## src/logic/crd_params.svh

```systemverilog
// Constants for the CPU register and ALU datapath.
// Assumes inclusion by bare name from the design files.
// Operation
// - Eight-bit parallel add, subtract and logic
// - Accumulator with register or M operand
// - Pair addition adds any pair into H/L
// - Bootstrap region overlays RAM from zero
// - Bootstrap entered four ways, left by exit
// - Odd parity ninth bit stored and checked
// - Parity error interrupts to bootstrap vector
// - Accumulator takes results and I/O bytes
// - Registers increment, decrement, load from any
// - M address is H high, L low
// - Pairs B/C, D/E, H/L address or add
// - Stack pointer holds last pushed byte address
// - Sequential fetch, low byte at lowest address
// - Direct address: byte 2 low, byte 3 high
// - Indirect: first pair register is high byte
// - Restart calls eight times its field
// - Zero and sign flags from result
// - Parity flag set on even ones
// - Carry on carry out or borrow
// - Auxiliary carry from bit 3, feeds adjust
// - Register fields: 111 A, 000-101 B..L
// - Pair fields: 00 BC, 01 DE, 10 HL, 11 SP
`ifndef CRD_PARAMS_SVH
`define CRD_PARAMS_SVH
`define CRD_W 8
`define CRD_F_B 3'h0
`define CRD_F_C 3'h1
`define CRD_F_D 3'h2
`define CRD_F_E 3'h3
`define CRD_F_H 3'h4
`define CRD_F_L 3'h5
`define CRD_F_M 3'h6
`define CRD_F_A 3'h7
`define CRD_P_HL 2'h2
`define CRD_P_SP 2'h3
`define CRD_BOOT_LIMIT 16'h1000
`define CRD_PAR_VEC 16'h0024
`define CRD_RST_SHIFT 3
`define CRD_PC_RST 16'h0000
`define CRD_SP_RST 16'h0000
`define CRD_REG_RST 64'h0
`define CRD_FLG_RST 5'h00
`define CRD_BOOT_RST 1'b1
`define CRD_FB_CY 0
`define CRD_FB_AC 1
`define CRD_FL_ALL 5'h1F
`define CRD_FL_NOCY 5'h1E
`define CRD_FL_CY 5'h01
`define CRD_NIB_MAX 4'h9
`define CRD_DAA_LO 8'h06
`define CRD_DAA_HI 8'h60
`endif

```

## src/logic/crd_pkg.sv

```systemverilog
// Types shared by the datapath core and its ALU.
// Assumes nothing of its surroundings.
package crd_pkg;
  typedef enum logic [4:0] {
    OP_NOP, OP_FETCH, OP_ALU_R, OP_ALU_I, OP_INR, OP_DCR, OP_MOV, OP_MVI,
    OP_LXI, OP_DAD, OP_LDA, OP_STA, OP_LDAX, OP_STAX, OP_PUSH, OP_POP,
    OP_JMP, OP_JPR, OP_CALL, OP_RST, OP_RET, OP_ROT, OP_DAA, OP_IN,
    OP_OUT, OP_SBT, OP_EBT
  } crd_op_t;
  typedef enum logic [3:0] {
    ALU_ADD, ALU_ADC, ALU_SUB, ALU_SBB, ALU_AND, ALU_XOR, ALU_OR, ALU_CMP,
    ALU_INC, ALU_DEC, ALU_RLC, ALU_RRC, ALU_DAA
  } crd_alu_t;
  typedef enum logic [1:0] {
    ST_IDLE = 2'h0,
    ST_RD1 = 2'h1,
    ST_RD2 = 2'h3,
    ST_WR2 = 2'h2
  } crd_st_t;
endpackage : crd_pkg

```

## src/logic/crd_core.sv

```systemverilog
// CPU datapath: registers, pairs, stack, PC, flags, memory and I/O strobes.
// Assumes memory answers in the cycle its read strobe is high.
`timescale 1ns/10ps
`include "crd_params.svh"
module crd_core (
  input wire logic REF_CLK,
  input wire logic SYS_RST,
  input wire logic CLK_EN,
  input wire logic OP_VALID,
  output logic OP_READY,
  input wire crd_pkg::crd_op_t OP_CODE,
  input wire crd_pkg::crd_alu_t ALU_FN,
  input wire logic [2:0] DEST_REG_FIELD,
  input wire logic [2:0] SRC_REG_FIELD,
  input wire logic [1:0] PAIR_FIELD,
  input wire logic [2:0] RST_FIELD,
  input wire logic [7:0] IMM_LO,
  input wire logic [7:0] IMM_HI,
  output logic [15:0] MEM_ADDR,
  output logic MEM_RD,
  output logic MEM_WR,
  output logic [7:0] MEM_WDATA,
  output logic MEM_WPAR,
  output logic MEM_BOOT_SEL,
  input wire logic [7:0] MEM_RDATA,
  input wire logic MEM_RPAR,
  input wire logic PARITY_FITTED,
  input wire logic PARITY_INT_EN,
  input wire logic KEY_BOOT_REQ,
  input wire logic TRAP_REQ,
  output logic BOOT_MODE,
  output logic PARITY_ERR,
  output logic [7:0] IO_ADDR,
  output logic IO_RD,
  output logic IO_WR,
  output logic [7:0] IO_DOUT,
  input wire logic [7:0] IO_DIN,
  output logic [7:0] INSTR_BYTE,
  output logic INSTR_VALID,
  output logic [7:0] ACC,
  output logic [4:0] FLAGS,
  output logic [15:0] PC,
  output logic [15:0] SP
);
  crd_pkg::crd_st_t st_q, st_d;
  crd_pkg::crd_op_t op_q, lat_op;
  crd_pkg::crd_alu_t fn_q, alu_fn;
  logic [2:0] dst_q, lat_dst, rf_idx;
  logic [1:0] pr_q, pw_sel;
  logic [7:0][7:0] rf_q;
  logic [15:0] pc_q, pc_d, sp_q, sp_d, tgt_q, tgt_d;
  logic [15:0] hl, in_pair, pr_val, imm16, b_addr, pw_wd;
  logic [16:0] dad;
  logic [4:0] fl_q, fl_we, fl_nx;
  logic [7:0] alu_a, alu_b, alu_res, rf_wd, b_wd;
  logic alu_cy, alu_ac, alu_z, alu_s, alu_p;
  logic boot_q, int_q, ram_q, go, lat, rf_we, pw_we, rd_go, wr_go;
  logic boot_set, boot_clr, io_rd, io_wr, ins_go, int_take, perr;

  function automatic logic [15:0] pair_of(input logic [1:0] p,
                                          input logic [7:0][7:0] rf,
                                          input logic [15:0] sp);
    if (p == `CRD_P_SP)
      pair_of = sp;
    else
      pair_of = {rf[{p, 1'b0}], rf[{p, 1'b1}]};
  endfunction : pair_of

  function automatic logic is_boot(input logic [15:0] addr, input logic bm);
    is_boot = bm && (addr < `CRD_BOOT_LIMIT);
  endfunction : is_boot

  assign hl = {rf_q[`CRD_F_H], rf_q[`CRD_F_L]};
  assign in_pair = pair_of(PAIR_FIELD, rf_q, sp_q);
  assign pr_val = pair_of(pr_q, rf_q, sp_q);
  assign imm16 = {IMM_HI, IMM_LO};
  assign dad = {1'b0, hl} + {1'b0, in_pair};
  assign OP_READY = (st_q == crd_pkg::ST_IDLE) && !int_q;
  assign go = CLK_EN && OP_VALID && OP_READY;
  assign lat_op = int_q ? crd_pkg::OP_CALL : OP_CODE;
  assign perr = ((st_q == crd_pkg::ST_RD1) || (st_q == crd_pkg::ST_RD2)) &&
                ram_q && PARITY_FITTED && !(^{MEM_RDATA, MEM_RPAR});

  crd_alu u_alu (
    .a(alu_a),
    .b(alu_b),
    .fn(alu_fn),
    .cin(fl_q[`CRD_FB_CY]),
    .acin(fl_q[`CRD_FB_AC]),
    .res(alu_res),
    .cy_o(alu_cy),
    .ac_o(alu_ac),
    .z_o(alu_z),
    .s_o(alu_s),
    .p_o(alu_p)
  );

  always_comb
  begin
    alu_a = rf_q[`CRD_F_A];
    alu_b = MEM_RDATA;
    alu_fn = fn_q;
    fl_we = 5'h00;
    fl_nx = {alu_s, alu_z, alu_p, alu_ac, alu_cy};
    rf_we = 1'b0;
    rf_idx = dst_q;
    rf_wd = MEM_RDATA;
    pw_we = 1'b0;
    pw_sel = pr_q;
    pw_wd = {MEM_RDATA, tgt_q[7:0]};
    pc_d = pc_q;
    sp_d = sp_q;
    tgt_d = tgt_q;
    rd_go = 1'b0;
    wr_go = 1'b0;
    b_addr = hl;
    b_wd = rf_q[`CRD_F_A];
    st_d = st_q;
    lat = 1'b0;
    lat_dst = DEST_REG_FIELD;
    boot_set = 1'b0;
    boot_clr = 1'b0;
    io_rd = 1'b0;
    io_wr = 1'b0;
    ins_go = 1'b0;
    int_take = 1'b0;
    case (st_q)
      crd_pkg::ST_IDLE:
      begin
        if (int_q)
        begin
          int_take = 1'b1;
          lat = 1'b1;
          tgt_d = `CRD_PAR_VEC;
        end
        else if (go)
        begin
          lat = 1'b1;
          case (OP_CODE)
            crd_pkg::OP_FETCH:
            begin
              rd_go = 1'b1;
              b_addr = pc_q;
              pc_d = pc_q + 16'h0001;
            end
            crd_pkg::OP_ALU_R, crd_pkg::OP_ALU_I:
            begin
              alu_fn = ALU_FN;
              alu_b = (OP_CODE == crd_pkg::OP_ALU_I) ? IMM_LO : rf_q[SRC_REG_FIELD];
              if ((OP_CODE == crd_pkg::OP_ALU_R) && (SRC_REG_FIELD == `CRD_F_M))
                rd_go = 1'b1;
              else
              begin
                rf_we = (ALU_FN != crd_pkg::ALU_CMP);
                rf_idx = `CRD_F_A;
                rf_wd = alu_res;
                fl_we = `CRD_FL_ALL;
              end
            end
            crd_pkg::OP_INR, crd_pkg::OP_DCR:
            begin
              alu_a = rf_q[DEST_REG_FIELD];
              alu_fn = (OP_CODE == crd_pkg::OP_INR) ? crd_pkg::ALU_INC : crd_pkg::ALU_DEC;
              rf_we = (DEST_REG_FIELD != `CRD_F_M);
              rf_idx = DEST_REG_FIELD;
              rf_wd = alu_res;
              fl_we = `CRD_FL_NOCY;
            end
            crd_pkg::OP_MOV, crd_pkg::OP_MVI:
            begin
              b_wd = (OP_CODE == crd_pkg::OP_MVI) ? IMM_LO : rf_q[SRC_REG_FIELD];
              if ((OP_CODE == crd_pkg::OP_MOV) && (SRC_REG_FIELD == `CRD_F_M))
                rd_go = 1'b1;
              else if (DEST_REG_FIELD == `CRD_F_M)
                wr_go = 1'b1;
              else
              begin
                rf_we = 1'b1;
                rf_idx = DEST_REG_FIELD;
                rf_wd = b_wd;
              end
            end
            crd_pkg::OP_LXI, crd_pkg::OP_DAD:
            begin
              pw_we = 1'b1;
              pw_sel = (OP_CODE == crd_pkg::OP_DAD) ? `CRD_P_HL : PAIR_FIELD;
              pw_wd = (OP_CODE == crd_pkg::OP_DAD) ? dad[15:0] : imm16;
              fl_nx[`CRD_FB_CY] = dad[16];
              fl_we = (OP_CODE == crd_pkg::OP_DAD) ? `CRD_FL_CY : 5'h00;
            end
            crd_pkg::OP_LDA, crd_pkg::OP_STA, crd_pkg::OP_LDAX, crd_pkg::OP_STAX:
            begin
              lat_dst = `CRD_F_A;
              b_addr = ((OP_CODE == crd_pkg::OP_LDA) || (OP_CODE == crd_pkg::OP_STA)) ?
                       imm16 : in_pair;
              rd_go = (OP_CODE == crd_pkg::OP_LDA) || (OP_CODE == crd_pkg::OP_LDAX);
              wr_go = !rd_go;
            end
            crd_pkg::OP_PUSH, crd_pkg::OP_CALL, crd_pkg::OP_RST:
              tgt_d = (OP_CODE == crd_pkg::OP_RST) ?
                      ({13'h0000, RST_FIELD} << `CRD_RST_SHIFT) : imm16;
            crd_pkg::OP_POP, crd_pkg::OP_RET:
            begin
              rd_go = 1'b1;
              b_addr = sp_q;
              sp_d = sp_q + 16'h0001;
            end
            crd_pkg::OP_JMP:
              pc_d = imm16;
            crd_pkg::OP_JPR:
              pc_d = in_pair;
            crd_pkg::OP_ROT, crd_pkg::OP_DAA:
            begin
              alu_fn = (OP_CODE == crd_pkg::OP_DAA) ? crd_pkg::ALU_DAA : ALU_FN;
              rf_we = 1'b1;
              rf_idx = `CRD_F_A;
              rf_wd = alu_res;
              fl_we = (OP_CODE == crd_pkg::OP_DAA) ? `CRD_FL_ALL : `CRD_FL_CY;
            end
            crd_pkg::OP_IN:
            begin
              io_rd = 1'b1;
              lat_dst = `CRD_F_A;
            end
            crd_pkg::OP_OUT:
              io_wr = 1'b1;
            crd_pkg::OP_SBT:
              boot_set = 1'b1;
            crd_pkg::OP_EBT:
              boot_clr = 1'b1;
            default:
            begin
            end
          endcase
        end
        if ((int_take || go) && ((lat_op == crd_pkg::OP_PUSH) ||
            (lat_op == crd_pkg::OP_CALL) || (lat_op == crd_pkg::OP_RST)))
        begin
          wr_go = 1'b1;
          b_addr = sp_q - 16'h0001;
          sp_d = sp_q - 16'h0001;
          b_wd = (lat_op == crd_pkg::OP_PUSH) ? in_pair[15:8] : pc_q[15:8];
          st_d = crd_pkg::ST_WR2;
        end
        else if (rd_go || io_rd)
          st_d = crd_pkg::ST_RD1;
      end
      crd_pkg::ST_RD1:
      begin
        st_d = crd_pkg::ST_IDLE;
        case (op_q)
          crd_pkg::OP_FETCH:
            ins_go = 1'b1;
          crd_pkg::OP_ALU_R:
          begin
            rf_we = (fn_q != crd_pkg::ALU_CMP);
            rf_idx = `CRD_F_A;
            rf_wd = alu_res;
            fl_we = `CRD_FL_ALL;
          end
          crd_pkg::OP_MOV, crd_pkg::OP_LDA, crd_pkg::OP_LDAX:
            rf_we = 1'b1;
          crd_pkg::OP_IN:
          begin
            rf_we = 1'b1;
            rf_wd = IO_DIN;
          end
          crd_pkg::OP_POP, crd_pkg::OP_RET:
          begin
            tgt_d = {tgt_q[15:8], MEM_RDATA};
            rd_go = 1'b1;
            b_addr = sp_q;
            sp_d = sp_q + 16'h0001;
            st_d = crd_pkg::ST_RD2;
          end
          default:
          begin
          end
        endcase
      end
      crd_pkg::ST_RD2:
      begin
        st_d = crd_pkg::ST_IDLE;
        if (op_q == crd_pkg::OP_RET)
          pc_d = pw_wd;
        else
          pw_we = 1'b1;
      end
      crd_pkg::ST_WR2:
      begin
        st_d = crd_pkg::ST_IDLE;
        wr_go = 1'b1;
        b_addr = sp_q - 16'h0001;
        sp_d = sp_q - 16'h0001;
        b_wd = (op_q == crd_pkg::OP_PUSH) ? pr_val[7:0] : pc_q[7:0];
        if (op_q != crd_pkg::OP_PUSH)
          pc_d = tgt_q;
      end
      default:
        st_d = crd_pkg::ST_IDLE;
    endcase
  end

  // Sequencer and latched operation fields
  always_ff @(posedge REF_CLK)
  begin
    if (SYS_RST)
    begin
      st_q <= crd_pkg::ST_IDLE;
      op_q <= crd_pkg::OP_NOP;
      fn_q <= crd_pkg::ALU_ADD;
      dst_q <= `CRD_F_A;
      pr_q <= `CRD_P_HL;
      tgt_q <= `CRD_PC_RST;
      ram_q <= 1'b0;
    end
    else if (CLK_EN)
    begin
      st_q <= st_d;
      tgt_q <= tgt_d;
      ram_q <= rd_go && !is_boot(b_addr, boot_q);
      if (lat)
      begin
        op_q <= lat_op;
        fn_q <= ALU_FN;
        dst_q <= lat_dst;
        pr_q <= PAIR_FIELD;
      end
    end
  end

  // General registers and pairs
  always_ff @(posedge REF_CLK)
  begin
    if (SYS_RST)
      rf_q <= `CRD_REG_RST;
    else if (CLK_EN)
    begin
      if (rf_we)
        rf_q[rf_idx] <= rf_wd;
      if (pw_we && (pw_sel != `CRD_P_SP))
      begin
        rf_q[{pw_sel, 1'b0}] <= pw_wd[15:8];
        rf_q[{pw_sel, 1'b1}] <= pw_wd[7:0];
      end
    end
  end

  // Program counter and stack pointer
  always_ff @(posedge REF_CLK)
  begin
    if (SYS_RST)
    begin
      pc_q <= `CRD_PC_RST;
      sp_q <= `CRD_SP_RST;
    end
    else if (CLK_EN)
    begin
      pc_q <= pc_d;
      sp_q <= (pw_we && (pw_sel == `CRD_P_SP)) ? pw_wd : sp_d;
    end
  end

  // Condition flags
  always_ff @(posedge REF_CLK)
  begin
    if (SYS_RST)
      fl_q <= `CRD_FLG_RST;
    else if (CLK_EN)
      fl_q <= (fl_q & ~fl_we) | (fl_nx & fl_we);
  end

  // Bootstrap mode and parity interrupt request
  always_ff @(posedge REF_CLK)
  begin
    if (SYS_RST)
    begin
      boot_q <= `CRD_BOOT_RST;
      int_q <= 1'b0;
    end
    else if (CLK_EN)
    begin
      if (boot_set || KEY_BOOT_REQ || TRAP_REQ || int_take)
        boot_q <= 1'b1;
      else if (boot_clr)
        boot_q <= 1'b0;
      if (perr && PARITY_INT_EN)
        int_q <= 1'b1;
      else if (int_take)
        int_q <= 1'b0;
    end
  end

  // Memory and I/O strobes
  always_ff @(posedge REF_CLK)
  begin
    if (SYS_RST)
    begin
      MEM_ADDR <= `CRD_PC_RST;
      MEM_RD <= 1'b0;
      MEM_WR <= 1'b0;
      MEM_WDATA <= 8'h00;
      MEM_WPAR <= 1'b1;
      MEM_BOOT_SEL <= 1'b0;
      IO_ADDR <= 8'h00;
      IO_RD <= 1'b0;
      IO_WR <= 1'b0;
      IO_DOUT <= 8'h00;
      INSTR_BYTE <= 8'h00;
      INSTR_VALID <= 1'b0;
      PARITY_ERR <= 1'b0;
    end
    else if (CLK_EN)
    begin
      MEM_RD <= rd_go;
      MEM_WR <= wr_go;
      IO_RD <= io_rd;
      IO_WR <= io_wr;
      INSTR_VALID <= ins_go;
      PARITY_ERR <= perr;
      if (rd_go || wr_go)
      begin
        MEM_ADDR <= b_addr;
        MEM_BOOT_SEL <= is_boot(b_addr, boot_q);
      end
      if (wr_go)
      begin
        MEM_WDATA <= b_wd;
        MEM_WPAR <= ~^b_wd;
      end
      if (io_rd || io_wr)
        IO_ADDR <= IMM_LO;
      if (io_wr)
        IO_DOUT <= rf_q[`CRD_F_A];
      if (ins_go)
        INSTR_BYTE <= MEM_RDATA;
    end
  end

  assign ACC = rf_q[`CRD_F_A];
  assign FLAGS = fl_q;
  assign PC = pc_q;
  assign SP = sp_q;
  assign BOOT_MODE = boot_q;
endmodule : crd_core

```

## src/logic/crd_alu.sv

```systemverilog
// Eight-bit combinational ALU with flag outputs.
// Assumes the core registers results and flags.
`timescale 1ns/10ps
`include "crd_params.svh"
module crd_alu (
  input wire logic [`CRD_W-1:0] a,
  input wire logic [`CRD_W-1:0] b,
  input wire crd_pkg::crd_alu_t fn,
  input wire logic cin,
  input wire logic acin,
  output logic [`CRD_W-1:0] res,
  output logic cy_o,
  output logic ac_o,
  output logic z_o,
  output logic s_o,
  output logic p_o
);
  logic sub, c0, lo_adj, hi_adj;
  logic [7:0] bx, lo_val;
  logic [8:0] sum, t9;
  logic [4:0] nib, nib2;

  always_comb
  begin
    sub = (fn == crd_pkg::ALU_SUB) || (fn == crd_pkg::ALU_SBB) ||
          (fn == crd_pkg::ALU_CMP) || (fn == crd_pkg::ALU_DEC);
    bx = b;
    if ((fn == crd_pkg::ALU_INC) || (fn == crd_pkg::ALU_DEC))
      bx = 8'h01;
    if (sub)
      bx = ~bx;
    c0 = sub;
    if (fn == crd_pkg::ALU_ADC)
      c0 = cin;
    if (fn == crd_pkg::ALU_SBB)
      c0 = ~cin;
    sum = {1'b0, a} + {1'b0, bx} + {8'h00, c0};
    nib = {1'b0, a[3:0]} + {1'b0, bx[3:0]} + {4'h0, c0};
    res = sum[7:0];
    cy_o = sum[8] ^ sub;
    ac_o = nib[4];
    lo_adj = (a[3:0] > `CRD_NIB_MAX) || acin;
    lo_val = lo_adj ? `CRD_DAA_LO : 8'h00;
    t9 = {1'b0, a} + {1'b0, lo_val};
    nib2 = {1'b0, a[3:0]} + {1'b0, lo_val[3:0]};
    hi_adj = (t9[7:4] > `CRD_NIB_MAX) || cin || t9[8];
    case (fn)
      crd_pkg::ALU_AND:
      begin
        res = a & b;
        cy_o = 1'b0;
        ac_o = 1'b0;
      end
      crd_pkg::ALU_XOR:
      begin
        res = a ^ b;
        cy_o = 1'b0;
        ac_o = 1'b0;
      end
      crd_pkg::ALU_OR:
      begin
        res = a | b;
        cy_o = 1'b0;
        ac_o = 1'b0;
      end
      crd_pkg::ALU_RLC:
      begin
        res = {a[6:0], a[7]};
        cy_o = a[7];
        ac_o = acin;
      end
      crd_pkg::ALU_RRC:
      begin
        res = {a[0], a[7:1]};
        cy_o = a[0];
        ac_o = acin;
      end
      crd_pkg::ALU_DAA:
      begin
        res = t9[7:0] + (hi_adj ? `CRD_DAA_HI : 8'h00);
        cy_o = hi_adj;
        ac_o = nib2[4];
      end
      default:
      begin
      end
    endcase
  end

  assign z_o = (res == 8'h00);
  assign s_o = res[7];
  assign p_o = ~^res;
endmodule : crd_alu

```

## config.mk

```make
export PLATFORM = sky130hd
export DESIGN_NAME = crd_core
export DESIGN_NICKNAME = d
export VERILOG_FILES = /design/src/logic/crd_pkg.sv /design/src/logic/crd_core.sv /design/src/logic/crd_alu.sv
export VERILOG_INCLUDE_DIRS = /design/src /design/src/logic
export SDC_FILE = /design/constraint.sdc
export NUM_CORES = 1
export LEC_CHECK = 0
export ABC_AREA = 1
export ABC_CLOCK_PERIOD_IN_PS = 11900
export BUFFER_PORTS_ARGS = -buffer_cell sky130_fd_sc_hd__clkbuf_2
export CAP_MARGIN = 20
export CORE_MARGIN = 2
export CORE_UTILIZATION = 55
export DETAILED_ROUTE_END_ITERATION = 16
export PLACE_DENSITY = 0.72
export SETUP_SLACK_MARGIN = 0.1
export SLEW_MARGIN = 20
export SYNTH_ARGS = -nofsm -noshare
export SYNTH_HDL_FRONTEND = slang
export SYNTH_SLANG_ARGS = --single-unit
export TNS_END_PERCENT = 20
```

## constraint.sdc

```tcl
create_clock -name REF_CLK -period 11.9 [get_ports REF_CLK]
set_clock_uncertainty 0.15 [all_clocks]
set_input_delay 2.38 -clock REF_CLK [delete_from_list [all_inputs] [get_ports REF_CLK]]
set_output_delay 2.38 -clock REF_CLK [all_outputs]
set_load 0.05 [all_outputs]
```

==> run_results.csv <==
group,metric,value,unit
cells_and_area,seq_area,3840,sq um
global_route,grt_pass1_wl,125000,um
floorplanning,row_count,65,
timing,period_needed,8130,ps
yosys,synth.area.top_cells,"dfxtp_1 (22%), nand2_1 (14%), a21oi_1 (11%)",
cells_and_area,nNetsFinal,3104,
cells_and_area,post-route-util,60.1,%
setup_path,cp_slowest_stage_delay,600,ps
detailed_routing,post_drt_wl_per_cell,25.2,um
run_status,outcome,"complete, no violations",
cts,hold_buffers,0,
yosys,yosys.area.top_type_share,22.1,%
yosys,synth_cell_types,56,
global_route,antenna_found_initial,0,
yosys,synth_most_common_cell,"nand2_1",
cts,clk_pin_slew_worst_paths,80,ps
global_route,grt.overflow.total,0,
setup_path,path_buf_inv,7,
timing,fmax,123,MHz
cts,cts_setup_buffers,0,
pwr,ir_drop,0.000111,V
yosys,synth-edff-count,0,
pwr,power.density,115,nW/um^2
cts,clock_latency,490,ps
pwr,internal-power,1.20,mW
detailed_routing,drt_wl_total,85700,um
yosys,synth.avg_cell_area,5.94,sq um
pwr,p_leak,8.32,nW
timing,whs,323,ps
pwr,pwr-share-seq,33.1,%
setup_path,cp.depth,35,
detailed_routing,drc_errors,0,
setup_path,cp_top_family,"buffers and inverters",
placement,gp_congestion,1.16,
floorplanning,coreArea,31400,sq um
timing,hold_violations,0,
hold_path,holdPathStages,2,
floorplanning,die_h,182,um
setup_path,criticalPathCategory,"in -> reg",
detailed_routing,viasPerCell,6.68,
pwr,power_frac_comb,37.3,%
floorplanning,die_area,33100,sq um
yosys,yosysWarnings,0,
yosys,synth_nets,3051,
yosys,synthArstFlopShare,0,%
cells_and_area,nFillCells,3133,
timing,tns,0,ps
placement,io_buffer_count,163,
pwr,clock_power_share,29.7,%
yosys,ys_seq_area_share,22.1,%
timing,rsz0062_at_grt,"false",
global_route,grt_max_degree,86,
cells_and_area,multi_input_area,11500,sq um
timing,tightest_slew,1210,ps
cts,ctsResizeCount,0,
yosys,yosys_register_bits,192,
yosys,synth_flop_cell,"dfxtp_1",
setup_path,reg2reg_depth,37,
placement,dpl.hpwl,63500,um
setup_path,critPathMaxFanout,39,
setup_path,cpMaxStageDelayCell,"inv_1",
job,maxCapViolCount,0,
detailed_routing,drt_pass1_iterations,7,
detailed_routing,ant_nets,0,
cells_and_area,diodes,0,
pwr,power_switching,0.967,mW
detailed_routing,drt_iter0_drc,3556,
global_route,grt_pass1_vias,20400,
timing,slew_violations,0,
floorplanning,io_pins,164,
cts,cts_root_buffer,"clkbuf_16",
detailed_routing,vias,22700,
cts,htree_levels,4,
cells_and_area,drive_above_1_share,10.2,%
setup_path,cp.arrival,8390,ps
setup_path,endpoint_kind,"register",
setup_path,cp-start-kind,"input port",
yosys,yosys.area.top_type,"dfxtp_1",
timing,max-slew-margin-rel,18.7,%
cts,cts_buffers,17,
floorplanning,dieWidth,182,um
yosys,yosys-top-cells-count,"nand2_1 (640), a21oi_1 (386), o21ai_0 (381), inv_1 (338), nor2_1 (198)",
yosys,synth_area,17400,sq um
yosys,netlist_instances,2930,
timing,period_share,68.3,%
cts,cts_tree,"yes",
pwr,p_sw_share,44.7,%
global_route,grt_use_total,50.2,%
setup_path,cp_common_cell,"nand2_1",
floorplanning,start_util,55.5,%
cells_and_area,synthToLayoutAreaGrowth,8.41,%
cts,clk_path_buf_depth,2,
cts,cts.sinks,192,
timing,finalSetupViolations,0,
hold_path,hold_path.class,"reg -> reg",
setup_path,required,12160,ps
layer usage:
layer  wire [um]  global-route usage (%)
met5           0                       0
met2       34500                    72.4
met3       12700                    15.5
met1       31100                    63.7
met4        7330                    35.2
through the flow:
step                      area (sq um)  setup slack, ps  std cells  total power [mW]
final                            18900             3770       3397              2.16
after global routing             18900             3260       3397              2.22
after CTS                        18900             3950       3397              2.11
after detailed placement         18300             3460       3366              1.49
after global placement           18300             3740       3365              1.47
after floorplan                  17400             4860       2930              1.23
final timing paths:
kind | start | to | slack, ps
setup / recovery | DEST_REG_FIELD[0] | hl[14] | 3770
hold / removal | IO_RD | IO_RD | 320
setup reg to reg | st_q[1] | hl[14] | 5000
hold reg to reg | IO_RD | IO_RD | 320
area by class of cell:
cell class	count	area share [%]
repair buffers	187	5.29
well taps	402	2.66
flip-flops and latches	192	20.4
inverters	372	7.40
multi-input cells	2213	61.1
clock inverters	13	0.921
clock buffers	18	2.27
flip-flops by register name, indices dropped and copies added, names as in the netlist, 2 cells and up, named ones only:
register,count
ACC,8
INSTR_BYTE,8
IO_ADDR,8
IO_DOUT,8
MEM_ADDR,16
MEM_WDATA,8
PC,16
SP,16
dst_q,3
fn_q,4
hl,16
op_q,5
pr_q,2
rf_q,40
st_q,2
tgt_q,16
cells in the final DEF (no fill, tap or decap), types with 5 or more instances in the layout:
| cell type | synthesis | routed |
|---|---|---|
| nand2_1 | 640 | 640 |
| clkbuf_2 | 0 | 162 |
| ha_1 | 55 | 55 |
| nor2_1 | 198 | 198 |
| clkinv_1 | 10 | 10 |
| nor4_1 | 6 | 5 |
| fa_1 | 5 | 5 |
| inv_2 | 24 | 26 |
| o21a_1 | 8 | 8 |
| a21oi_1 | 386 | 386 |
| o21ai_0 | 381 | 378 |
| or2_2 | 6 | 6 |
| inv_1 | 338 | 336 |
| o211ai_1 | 43 | 43 |
| xor2_1 | 45 | 45 |
| dfxtp_1 | 192 | 192 |
| a41oi_1 | 11 | 11 |
| a31oi_1 | 25 | 25 |
| a221oi_1 | 13 | 13 |
| o221ai_1 | 31 | 31 |
| clkbuf_16 | 0 | 17 |
| o31ai_1 | 5 | 5 |
| a22oi_1 | 16 | 16 |
| o22ai_1 | 37 | 37 |
| nor3_1 | 19 | 18 |
| nand4_1 | 14 | 14 |
| buf_4 | 13 | 25 |
| xnor2_1 | 17 | 17 |
| nand3_1 | 143 | 143 |
| o21ai_1 | 22 | 25 |
| nor2_2 | 16 | 16 |
| nand2_2 | 20 | 20 |
cell families after synthesis:
logic type	count (synthesis)	share of synthesized area [%]
AO/OA/AOI/OAI	1012	32.6
AND/OR/NAND/NOR	1079	26.0
buffers and inverters	525	11.8
flip-flops	192	22.1
XOR/XNOR	62	3.12
adder cells (fa/ha/maj)	60	4.53
power by group through the flow:
stage / logic (mW) / clock network [mW] / registers (mW)
after detailed placement: 0.761 / 0 / 0.725
after CTS: 0.767 / 0.635 / 0.710
final: 0.806 / 0.642 / 0.715
after floorplan: 0.471 / 0 / 0.762
after global placement: 0.746 / 0 / 0.724
after global routing: 0.850 / 0.655 / 0.715
worst register-to-register path: cells and delay by family (launching register included):
kind,cells,cell delay [ps]
AND/OR/NAND/NOR,19,2650
adder cells (fa/ha/maj),5,1450
buffers and inverters,8,1340
AO/OA/AOI/OAI,5,920
flip-flops,1,330
No activity file was read; power rests on OpenSTA's default activity.
